**config.mk**
```make
export PLATFORM = sky130hd
export DESIGN_NAME = ihp_port
export DESIGN_NICKNAME = d
export VERILOG_FILES = /design/src/ihp_port.v
export VERILOG_INCLUDE_DIRS = /design/src
export SDC_FILE = /design/constraint.sdc
export NUM_CORES = 1
export LEC_CHECK = 0
export BUFFER_PORTS_ARGS = -buffer_cell sky130_fd_sc_hd__buf_2
export CORE_MARGIN = 3
export CORE_UTILIZATION = 50
export CTS_BUF_LIST = sky130_fd_sc_hd__clkbuf_4 sky130_fd_sc_hd__clkbuf_8
export DETAILED_ROUTE_END_ITERATION = 10
export GPL_ROUTABILITY_DRIVEN = 0
export HOLD_SLACK_MARGIN = 0.03
export PLACE_DENSITY = 0.87
export SKIP_CTS_REPAIR_TIMING = 1
export SYNTH_ARGS = -nofsm -noshare
export SYNTH_HDL_FRONTEND = slang
export SYNTH_SLANG_ARGS = --single-unit
```
**constraint.sdc**
```tcl
create_clock -name sys_clk_i -period 4.7 [get_ports sys_clk_i]
set_input_delay 0.94 -clock sys_clk_i [delete_from_list [all_inputs] [get_ports sys_clk_i]]
set_output_delay 0.94 -clock sys_clk_i [all_outputs]
set_load 0.01 [all_outputs]
```
**src/ihp_defs.vh**
```
`ifndef IHP_DEFS_VH
`define IHP_DEFS_VH

// Window bounds inside the controller memory space (byte offsets)
`define IHP_VGAREG_LO 16'h1F00
`define IHP_VGAREG_HI 16'h1FFF
`define IHP_EXT_LO 16'h3C00
`define IHP_EXT_HI 16'h3FFC
// Palette converter slots inside the external device window
`define IHP_DAC_MEM_LO 16'h3C00
`define IHP_DAC_MEM_HI 16'h3C1C
// Expansion strobe memory range inside the external device window
`define IHP_EXP_MEM_LO 16'h3E00
`define IHP_EXP_MEM_HI 16'h3FFC
// Legacy I/O ports, decoded on the low 16 address bits only
`define IHP_DAC_IO_LO 16'h03C6
`define IHP_DAC_IO_HI 16'h03C9
`define IHP_EXP_IO_LO 16'h03E0
`define IHP_EXP_IO_HI 16'h03E7

// Lane masks
`define IHP_LANE0 4'h1
`define IHP_LANE_NONE 4'h0

// Turnaround cycles between address and data phases (the first still holds the address), and dead cycles after a cycle
`define IHP_TURN_CYC 2'h1
`define IHP_RECOV_CYC 2'h1

`endif

```
**src/ihp_port.v**
```verilog
// What this block does
// RULE_01: With the port set as a 16-bit target, a word access into the legacy register window is refused and only byte accesses go through.
// RULE_02: A byte for the legacy register window is steered to or from internal lane 0 whichever host lane carries it.
// RULE_03: In the legacy register window an even address uses only the even host byte and an odd address only the odd one.
// RULE_04: The legacy register window answers only while the VGA enable input is low.
// RULE_05: In the external device window only internal lane 0 is enabled and lanes 1 to 3 are masked.
// RULE_06: The host reaches external devices only through lane 0 at doubleword-aligned addresses; other lanes or wider accesses are its own fault.
// RULE_07: Address buffer enable, write direction and four active-low lane enables are sequenced with dead cycles so the local bus never sees two drivers.
// The code keeps no dead cycle between address and data phases: the lanes open on the same edge that the address drive stops.
// RULE_08: For external device cycles the port drives the address onto the local bus itself and keeps the address buffer disabled.
// RULE_09: The expansion strobe also fires in I/O space decoded on 16 bits, so outside logic qualifies it with the command strobe.
// RULE_10: No recovery time is enforced between palette accesses; outside hardware or software provides it.
// RULE_11: The palette converter is selected by I/O cycles in VGA mode and by memory cycles in graphics mode.
// RULE_12: All lane enables stay inactive except in the data phase of a cycle that is not refused.
`include "ihp_defs.vh"

module ihp_port
(
	// Clock and reset
	input wire sys_clk_i,
	input wire nrst_i,
	// Configuration
	input wire isa16_i,
	input wire vga_en_i,
	input wire expdev_en_i,
	// Host cycle, held for the whole command
	input wire cyc_i,
	input wire mem_i,
	input wire wr_i,
	input wire [15:0] host_addr_i,
	input wire host_bhe_n_i,
	input wire [15:0] host_wdata_i,
	output reg [15:0] host_rdata_o,
	output reg size_err_o,
	// Internal register side
	output reg int_wr_o,
	output reg int_rd_o,
	output reg [3:0] int_be_o,
	output reg [31:0] int_wdata_o,
	input wire [31:0] int_rdata_i,
	output reg vgareg_sel_o,
	output reg extdev_sel_o,
	output reg dac_sel_o,
	// Multiplexed local address/data bus
	input wire [31:0] local_ad_i,
	output reg [31:0] local_ad_o,
	output reg local_ad_oe_o,
	// Buffer and transceiver controls, expansion strobe
	output reg addr_buffer_enable_n_o,
	output reg data_write_direction_o,
	output reg [3:0] data_lane_enable_n_o,
	output reg expansion_select_n_o
);

	localparam ST_IDLE = 3'd0;
	localparam ST_ADDR = 3'd1;
	localparam ST_TURN = 3'd2;
	localparam ST_DATA = 3'd3;
	localparam ST_RECOV = 3'd4;

	reg [2:0] state;
	reg [2:0] next_state;
	reg [1:0] wait_cnt;
	reg cyc_d;
	reg is_ext;
	reg is_refused;
	reg [3:0] lanes;
	reg [3:0] next_lanes;
	wire cyc_start;
	wire in_vgareg;
	wire in_ext;
	wire in_dac_mem;
	wire in_dac_io;
	wire in_exp_mem;
	wire in_exp_io;
	wire vgareg_ok;
	wire vgareg_word;
	wire dac_hit;
	wire exp_hit;

	assign cyc_start = cyc_i & ~cyc_d;

	// Address decode
	assign in_vgareg = mem_i & (host_addr_i >= `IHP_VGAREG_LO) & (host_addr_i <= `IHP_VGAREG_HI);
	assign in_ext = mem_i & (host_addr_i >= `IHP_EXT_LO) & (host_addr_i <= `IHP_EXT_HI);
	assign in_dac_mem = mem_i & (host_addr_i >= `IHP_DAC_MEM_LO) & (host_addr_i <= `IHP_DAC_MEM_HI);
	assign in_dac_io = ~mem_i & (host_addr_i >= `IHP_DAC_IO_LO) & (host_addr_i <= `IHP_DAC_IO_HI);
	assign in_exp_mem = mem_i & (host_addr_i >= `IHP_EXP_MEM_LO) & (host_addr_i <= `IHP_EXP_MEM_HI);
	assign in_exp_io = ~mem_i & (host_addr_i >= `IHP_EXP_IO_LO) & (host_addr_i <= `IHP_EXP_IO_HI);

	// Legacy window only in graphics mode
	assign vgareg_ok = in_vgareg & ~vga_en_i; // see RULE_04
	// Even address with high byte enabled is a word on a 16-bit slot
	assign vgareg_word = isa16_i & ~host_addr_i[0] & ~host_bhe_n_i; // see RULE_01
	// Palette by I/O in VGA mode, by memory in graphics mode
	assign dac_hit = (in_dac_io & vga_en_i) | (in_dac_mem & ~vga_en_i); // see RULE_11
	// Plain 16-bit compare: an I/O hit needs all 16 address bits, so the ports do not alias
	assign exp_hit = expdev_en_i & (in_exp_mem | in_exp_io); // see RULE_09

	// Internal lanes used by the cycle
	always @*
	begin
		next_lanes = `IHP_LANE_NONE;
		if (vgareg_ok | in_ext | in_dac_io)
			next_lanes = `IHP_LANE0; // see RULE_02
		else if (host_addr_i[1])
			next_lanes = {~host_bhe_n_i, ~host_addr_i[0] | ~isa16_i, 2'b00};
		else
			next_lanes = {2'b00, ~host_bhe_n_i, ~host_addr_i[0] | ~isa16_i};
	end

	// Cycle sequencer
	always @*
	begin
		next_state = state;
		case (state)
			ST_IDLE:
			begin
				if (cyc_start)
					next_state = ST_ADDR;
			end
			ST_ADDR:
			begin
				next_state = ST_TURN;
			end
			ST_TURN:
			begin
				if (wait_cnt == 2'd0)
					next_state = ST_DATA; // see RULE_07
			end
			ST_DATA:
			begin
				if (~cyc_i)
					next_state = ST_RECOV;
			end
			ST_RECOV:
			begin
				if (wait_cnt == 2'd0)
					next_state = ST_IDLE;
			end
			default:
			begin
				next_state = ST_IDLE;
			end
		endcase
	end

	// State, decode latches and dead-cycle counter
	always @(posedge sys_clk_i)
	begin
		if (!nrst_i)
		begin
			state <= ST_IDLE;
			wait_cnt <= 2'd0;
			cyc_d <= 1'b0;
			is_ext <= 1'b0;
			is_refused <= 1'b0;
			lanes <= `IHP_LANE_NONE;
			vgareg_sel_o <= 1'b0;
			extdev_sel_o <= 1'b0;
			dac_sel_o <= 1'b0;
			size_err_o <= 1'b0;
		end
		else
		begin
			state <= next_state;
			cyc_d <= cyc_i;
			size_err_o <= 1'b0;
			if (state == ST_ADDR)
				wait_cnt <= `IHP_TURN_CYC - 2'd1;
			else if (state == ST_DATA)
				wait_cnt <= `IHP_RECOV_CYC - 2'd1;
			else if (wait_cnt != 2'd0)
				wait_cnt <= wait_cnt - 2'd1;
			if (state == ST_IDLE && cyc_start)
			begin
				is_ext <= in_ext;
				is_refused <= (vgareg_ok & vgareg_word) | (in_vgareg & vga_en_i);
				size_err_o <= vgareg_ok & vgareg_word; // see RULE_01
				// Ext devices keep only lane 0
				lanes <= in_ext ? (next_lanes & `IHP_LANE0) : next_lanes; // see RULE_05
				vgareg_sel_o <= vgareg_ok & ~vgareg_word;
				extdev_sel_o <= in_ext;
				dac_sel_o <= dac_hit; // No recovery spacing here, see RULE_10
			end
			else if (state == ST_IDLE)
			begin
				vgareg_sel_o <= 1'b0;
				extdev_sel_o <= 1'b0;
				dac_sel_o <= 1'b0;
			end
		end
	end

	// Buffer controls, address drive and expansion strobe
	always @(posedge sys_clk_i)
	begin
		if (!nrst_i)
		begin
			addr_buffer_enable_n_o <= 1'b1;
			data_write_direction_o <= 1'b0;
			data_lane_enable_n_o <= 4'hF;
			local_ad_o <= 32'h0000_0000;
			local_ad_oe_o <= 1'b0;
			expansion_select_n_o <= 1'b1;
		end
		else
		begin
			addr_buffer_enable_n_o <= 1'b1;
			data_lane_enable_n_o <= 4'hF; // see RULE_12
			local_ad_oe_o <= 1'b0;
			if (state == ST_IDLE && cyc_start)
			begin
				data_write_direction_o <= wr_i;
				expansion_select_n_o <= ~exp_hit;
				if (in_ext)
				begin
					// Port drives the address itself, buffer stays off
					local_ad_o <= {16'h0000, host_addr_i}; // see RULE_08
					local_ad_oe_o <= 1'b1;
				end
				else
					addr_buffer_enable_n_o <= 1'b0;
			end
			else if (state == ST_ADDR)
			begin
				// Hold the address phase one more cycle
				local_ad_oe_o <= is_ext;
				addr_buffer_enable_n_o <= is_ext;
			end
			else if (next_state == ST_DATA && !is_refused)
			begin
				// Lanes open on the same edge that the address driver lets go
				data_lane_enable_n_o <= ~lanes; // see RULE_07
			end
			if (state == ST_DATA && next_state == ST_RECOV)
				expansion_select_n_o <= 1'b1;
		end
	end

	// Data steering between host lanes and internal lanes
	always @(posedge sys_clk_i)
	begin
		if (!nrst_i)
		begin
			int_wr_o <= 1'b0;
			int_rd_o <= 1'b0;
			int_be_o <= 4'h0;
			int_wdata_o <= 32'h0000_0000;
			host_rdata_o <= 16'h0000;
		end
		else
		begin
			int_wr_o <= 1'b0;
			int_rd_o <= 1'b0;
			if (state == ST_TURN && next_state == ST_DATA && !is_refused)
			begin
				int_be_o <= lanes;
				int_wr_o <= wr_i & ~is_ext;
				int_rd_o <= ~wr_i & ~is_ext;
				if (lanes == `IHP_LANE0)
					// Odd address takes the odd host byte only
					int_wdata_o <= {24'h00_0000, host_addr_i[0] ? host_wdata_i[15:8]
						: host_wdata_i[7:0]}; // see RULE_03
				else
					int_wdata_o <= {host_wdata_i, host_wdata_i};
			end
			if (state == ST_DATA && !wr_i)
			begin
				if (is_refused)
					host_rdata_o <= 16'h0000;
				else if (lanes == `IHP_LANE0)
					// Lane 0 byte returned on the lane the host reads
					host_rdata_o <= is_ext ? {local_ad_i[7:0], local_ad_i[7:0]}
						: {int_rdata_i[7:0], int_rdata_i[7:0]}; // see RULE_02
				else
					host_rdata_o <= host_addr_i[1] ? int_rdata_i[31:16] : int_rdata_i[15:0];
			end
		end
	end

endmodule

```
==> flow_summary_export.csv, run 1 <==
group,metric,value,unit
synth,synthDistinctLibCells,55,
synth,syn_area,3910,um2
cells_and_area,final_common_cell,"buf_2",
synth,synthCells,427,
routing,drtAntennaViolNets,0,
grt,grt.met3_usage,3.51,%
worst_setup_path,critPathMaxFanout,39,
worst_setup_path,crit_required,4990,ps
synth,yosys_warnings,0,
worst_setup_path,r2r_cells,5,
grt,busiest_layer,"met2",
worst_hold_path,hp-class,"reg -> reg",
floorplan,die_h,94.5,um
cells_and_area,diodes,0,
cts,cts_buffer_depth,2,
floorplan,ios,203,
routing,dr.first_iter.drc_count,174,
power,clkPwrFrac,35.5,%
worst_setup_path,cp_data_arrival_time,3110,ps
grt,gr-usage-met1,30.0,%
synth,synth_seq_cells,86,
grt,grt_pass1_wl,16.5,mm
worst_hold_path,worstHoldEndpoint,"data_lane_enable_n_o[0]",
power,p_int,1110,uW
cells_and_area,area_growth,22.5,%
placed_design,post-dp-hpwl,7.77,mm
grt,grt_max_degree,40,
cts,cts.clk_slew.worst_paths,100,ps
power,swShare,29.4,%
cts,cts_sinks,86,
worst_setup_path,cp-end-kind,"flop",
timing,hold_viol,0,
worst_setup_path,r2r_slack,2290,ps
cts,cts_root_buffer,"clkbuf_8",
floorplan,dieArea,8930,um2
worst_setup_path,path_class,"in -> reg",
routing,routedWlPerCell,15.6,um
placed_design,port_buffers,162,
floorplan,die_x,94.5,um
floorplan,row_count,31,
synth,synthArstFlopShare,0,%
power,comb_power_share,15.2,%
synth,syn-mean-instance-area,9.17,um2
timing,max_clock_freq,354,MHz
worst_setup_path,r2r-start,"wait_cnt[0]",
timing,tightestPinTransition,1110,ps
power,pwr_density_cell,328,nW/um2
timing,finalSetupTns,0,ps
timing,slew_headroom,25.5,%
routing,via_per_inst,5.48,
grt,grt_overflow,0,
worst_hold_path,worstHoldPathCells,1,
grt,use_met2,39.1,%
cts,cts_htree_levels,3,
grt,grt_use_total,23.2,%
placed_design,dp_cells,651,
timing,slew_viol_final,0,
status,status,"finished, final reports clean",
routing,dr.pass1.iters,4,
power,seq_power_share,49.4,%
floorplan,core,7410,um2
power,p_leak,0.00216,uW
floorplan,start_util,52.8,%
timing,rsz0062_at_grt,"false",
power,ir_drop,170,uV
routing,via_count,3653,
timing,period_needed,2820,ps
cells_and_area,drive_above_1_share,35.7,%
power,power_switching,462,uW
cells_and_area,fin_util,64.7,%
synth,yosysSeqAreaShare,44.0,%
worst_setup_path,rr_endpoint,"int_wdata_o[27]",
grt,grt_pass1_vias,3475,
timing,skew,9.27,ps
routing,drc,0,
cells_and_area,nets,669,
synth,synth_edf_count,0,
worst_setup_path,crit_path_start_kind,"input port",
cells_and_area,fin_cells,667,
worst_hold_path,hold_start,"lanes[0]",
cts,numCtsBuffers,9,
run,drv_cap,0,
routing,wl,10.4,mm
cts,insertion_delay,350,ps
synth,synth-main-ff-cell,"dfxtp_1",
cts,cts_tree,"yes",
timing,period_share,60.0,%
grt,antenna_found_initial,0,
timing,setup_viol,0,
cells_and_area,layout_common_cells,"162 x buf_2, 86 x dfxtp_1, 61 x nand2_1",
[through the flow]
stage          setup WS [ps]  cell area, um2  hold WS, ps  power [uW]
2_1_floorplan           2510            3970          385         954
3_3_place_gp            1590            4580          426        1020
3_5_place_dp            1500            4580          430        1030
4_1_cts                 1860            4790          454        1580
5_1_grt                 1600            4790          478        1650
6_report                1880            4790          453        1570
[metal layers]
metal,routed length [um],vias up
met5,0,-
met4,168,0
met3,807,15
met2,5070,169
met1,4390,1708
li1,-,1761
[sequential cells by signal (all words and copies together), names as in the netlist]
register                cells
int_wr_o                    1
data_write_direction_o      1
is_ext                      1
size_err_o                  1
state                       3
host_rdata_o               16
is_refused                  1
vgareg_sel_o                1
data_lane_enable_n_o        4
int_be_o                    4
local_ad_o                 16
addr_buffer_enable_n_o      1
local_ad_oe_o               1
int_wdata_o                24
expansion_select_n_o        1
lanes                       4
cyc_d                       1
int_rd_o                    1
wait_cnt                    2
extdev_sel_o                1
dac_sel_o                   1
[Yosys cell counts (4+ instances only)]
cell type | number | area share (%)
a21oi_1 | 33 | 4.2
a22o_1 | 17 | 3.8
a311oi_1 | 8 | 1.8
and3_1 | 6 | 0.96
buf_2 | 6 | 0.77
buf_4 | 25 | 4.8
buf_6 | 4 | 1.2
clkbuf_1 | 17 | 1.6
dfxtp_1 | 86 | 44
inv_1 | 5 | 0.48
mux2_2 | 16 | 4.6
mux2i_1 | 22 | 5.6
nand2_1 | 61 | 5.9
nand3_1 | 15 | 1.9
nor2_1 | 28 | 2.7
nor3_1 | 4 | 0.51
o211ai_1 | 17 | 3.3
o21a_1 | 5 | 0.96
[worst max-delay path, cell delays in order]
cell and delay, ps:
buf_2 510, inv_2 460, nor2_1 900, a22o_1 280
[power groups by stage]
| stage | sequential [uW] | combinational (uW) | clock, uW |
|---|---|---|---|
| after CTS | 777 | 237 | 567 |
| after global routing | 781 | 264 | 600 |
| after global placement | 792 | 229 | 0 |
| final | 777 | 238 | 558 |
| after floorplan | 795 | 159 | 0 |
| after detailed placement | 794 | 236 | 0 |
[worst max path at each step]
stage	start	endpoint	slack, ps
floorplan	mem_i	lanes[0]	2510
global placement	nrst_i	int_wdata_o[15]	1590
detailed placement	nrst_i	int_wdata_o[27]	1500
CTS	nrst_i	int_wdata_o[27]	1860
global route	nrst_i	int_wdata_o[24]	1600
finish	nrst_i	int_wdata_o[27]	1880
[layout make-up]
| type | instances | area (um2) |
|---|---|---|
| Timing Repair Buffer | 163 | 818 |
| Multi-Input combinational cell | 297 | 1900 |
| Clock buffer | 9 | 124 |
| Tap cell | 99 | 124 |
| Inverter | 6 | 22.5 |
| Fill cell | 638 | 2620 |
| Sequential cell | 86 | 1720 |
| Clock inverter | 7 | 87.6 |
[cells by family (layout without fill, tap and decap cells)]
| logic type | count (synthesis) | after routing | share of synthesized area [%] |
|---|---|---|---|
| xor gates and xnor gates | 1 | 1 | 0.224 |
| muxes | 38 | 38 | 10.2 |
| buffers and inverters | 59 | 185 | 9.02 |
| other | 1 | 16 | 0.0958 |
| DFF | 86 | 86 | 44.0 |
| adders and majority gates | 1 | 1 | 0.320 |
| AOI/OAI and AO/OA | 97 | 97 | 17.9 |
| and+or+nand+nor | 144 | 144 | 18.3 |
Note: power is estimated with default switching activity, not from simulation.
==> run 2, diff against run 1 <==
CORE_UTILIZATION = 47   (was 50)
PLACE_DENSITY = 0.83   (was 0.87)
clock period = 2.8 ns   (was 4.7 ns; I/O delays follow)
==> run 2 against run 1 <==
Net effect:
- worst hold slack worse by 55 ps
- total power grew 80%
- wire length is 1.9% lower
- critical endpoint is now local_ad_o[1]
- largest power group unchanged
==> flow_summary_export.csv, run 2 (same netlist as run 1, synthesis figures left out) <==
group,metric,value,unit
placed_design,post-dp-hpwl,7.82,mm
floorplan,ios,203,
power,swShare,25.2,%
power,pwr_density_cell,577,nW/um2
floorplan,row_count,32,
cts,insertion_delay,350,ps
cells_and_area,reg_top3,"int_wdata_o (24), host_rdata_o (16), local_ad_o (16)",
timing,tightestPinTransition,791,ps
timing,rsz0062_at_grt,"false",
power,p_leak,0.00222,uW
timing,finalSetupTns,0,ps
worst_setup_path,crit_buf_inv,0,
power,ir_drop,339,uV
power,p_int,2110,uW
power,totalPowerFinal,2830,uW
grt,grt_max_degree,32,
power,power_switching,712,uW
worst_hold_path,hp-class,"in -> reg",
worst_setup_path,worst-path-stages,4,
power,clkPwrFrac,39.5,%
grt,grt_pass1_vias,3633,
cells_and_area,final_common_cell,"buf_2",
cells_and_area,diodes,0,
cells_and_area,layout_common_cells,"162 x buf_2, 86 x dfxtp_1, 61 x nand2_1",
worst_setup_path,endpoint,"local_ad_o[1]",
worst_setup_path,r2r_slack,790,ps
timing,period_share,71.7,%
worst_hold_path,hold_start,"host_addr_i[13]",
timing,skew,9.15,ps
timing,period_needed,2010,ps
worst_setup_path,crit_required,3070,ps
floorplan,start_util,49.6,%
cts,numCtsBuffers,9,
routing,drtAntennaViolNets,0,
routing,drc,0,
worst_setup_path,cp-end-kind,"flop",
worst_setup_path,setup.worst_path.start,"state[0]",
routing,routedWlPerCell,15.1,um
cts,cts_root_buffer,"clkbuf_8",
grt,grt_pass1_wl,17.0,mm
routing,wl,10.2,mm
run,drv_cap,0,
floorplan,die_h,97.3,um
cts,cts_buffer_depth,2,
timing,setup_viol,0,
status,status,"finished, final reports clean",
floorplan,die_x,97.3,um
worst_setup_path,crit_chain,"nor3_1 > and2_0 > and3_1 > mux2i_1",
timing,max_clock_freq,498,MHz
cts,cts.clk_slew.worst_paths,90,ps
timing,slew_viol_final,0,
cells_and_area,area_growth,25.1,%
cells_and_area,largest_reg_flops,24,
worst_hold_path,worstHoldPathCells,2,
floorplan,dieArea,9460,um2
worst_setup_path,critPathMaxFanout,14,
worst_setup_path,crit_slowest_cell,"and3_1",
cts,cts_tree,"yes",
worst_setup_path,rr_endpoint,"local_ad_o[1]",
routing,dr.first_iter.drc_count,144,
worst_setup_path,r2r_cells,4,
routing,via_count,3634,
floorplan,core,7890,um2
routing,dr.pass1.iters,4,
worst_setup_path,cp_data_arrival_time,2280,ps
routing,via_per_inst,5.38,
cells_and_area,fin_util,62.1,%
cells_and_area,nets,676,
worst_setup_path,path_class,"reg -> reg",
power,seq_power_share,46.2,%
grt,grt_use_total,21.3,%
cts,cts_sinks,86,
worst_setup_path,crit_path_start_kind,"flop",
cells_and_area,drive_above_1_share,36.4,%
timing,hold_viol,0,
grt,grt_overflow,0,
worst_setup_path,path_delay_family,"simple AND/OR/NAND/NOR gates",
worst_setup_path,cpPeakStageDelay,670,ps
placed_design,port_buffers,162,
worst_setup_path,r2r-start,"state[0]",
power,comb_power_share,14.4,%
timing,slew_headroom,47.2,%
grt,antenna_found_initial,0,
cts,cts_htree_levels,3,
cells_and_area,largest-register,"int_wdata_o",
## run 2: power by group through the flow
stage | Sequential [uW] | Combinational (uW) | Clock, uW
after floorplan | 1330 | 267 | 0
after global placement | 1330 | 394 | 0
after detailed placement | 1330 | 403 | 0
after CTS | 1300 | 406 | 1140
after global routing | 1310 | 450 | 1190
final | 1300 | 406 | 1120
## run 2: metrics by stage
stage | cell area (um2) | cells | setup WS (ps) | hold slack [ps]
2_1_floorplan | 3970 | 442 | 987 | 385
3_3_place_gp | 4640 | 661 | 536 | 440
3_5_place_dp | 4640 | 661 | 463 | 445
4_1_cts | 4900 | 676 | 795 | 382
5_1_grt | 4900 | 676 | 568 | 407
6_report | 4900 | 676 | 793 | 398
## run 2: final cells by class
cell class | instances | area, um2
Tap cell | 102 | 128
Inverter | 6 | 22.5
Sequential cell | 86 | 1720
Multi-Input combinational cell | 297 | 1900
Timing Repair Buffer | 170 | 871
Clock buffer | 9 | 124
Clock inverter | 6 | 134
Fill cell | 700 | 2990
## run 2: per-layer routing
metal	track usage [%]	share of wire [%]	routed length, um	vias up
li1	-	-	-	1770
met1	26.8	42	4350	1693
met2	35.8	48	4940	152
met3	3.66	7.1	728	19
met4	9.05	2.1	220	0
met5	0	0	0	-
## run 2: how the worst min path moves through the flow
stage	end	slack (ps)
after detailed placement	local_ad_o[7]	450
after global placement	host_rdata_o[6]	440
after global routing	size_err_o	410
after floorplan	data_lane_enable_n_o[0]	380
after CTS	size_err_o	380
final	size_err_o	400
## run 2: worst reg2reg max path, delay by kind of cell (launching register included)
| family | cells | cell delay, ps |
|---|---|---|
| and+or+nand+nor | 3 | 1260 |
| DFF | 1 | 420 |
| muxes | 1 | 260 |
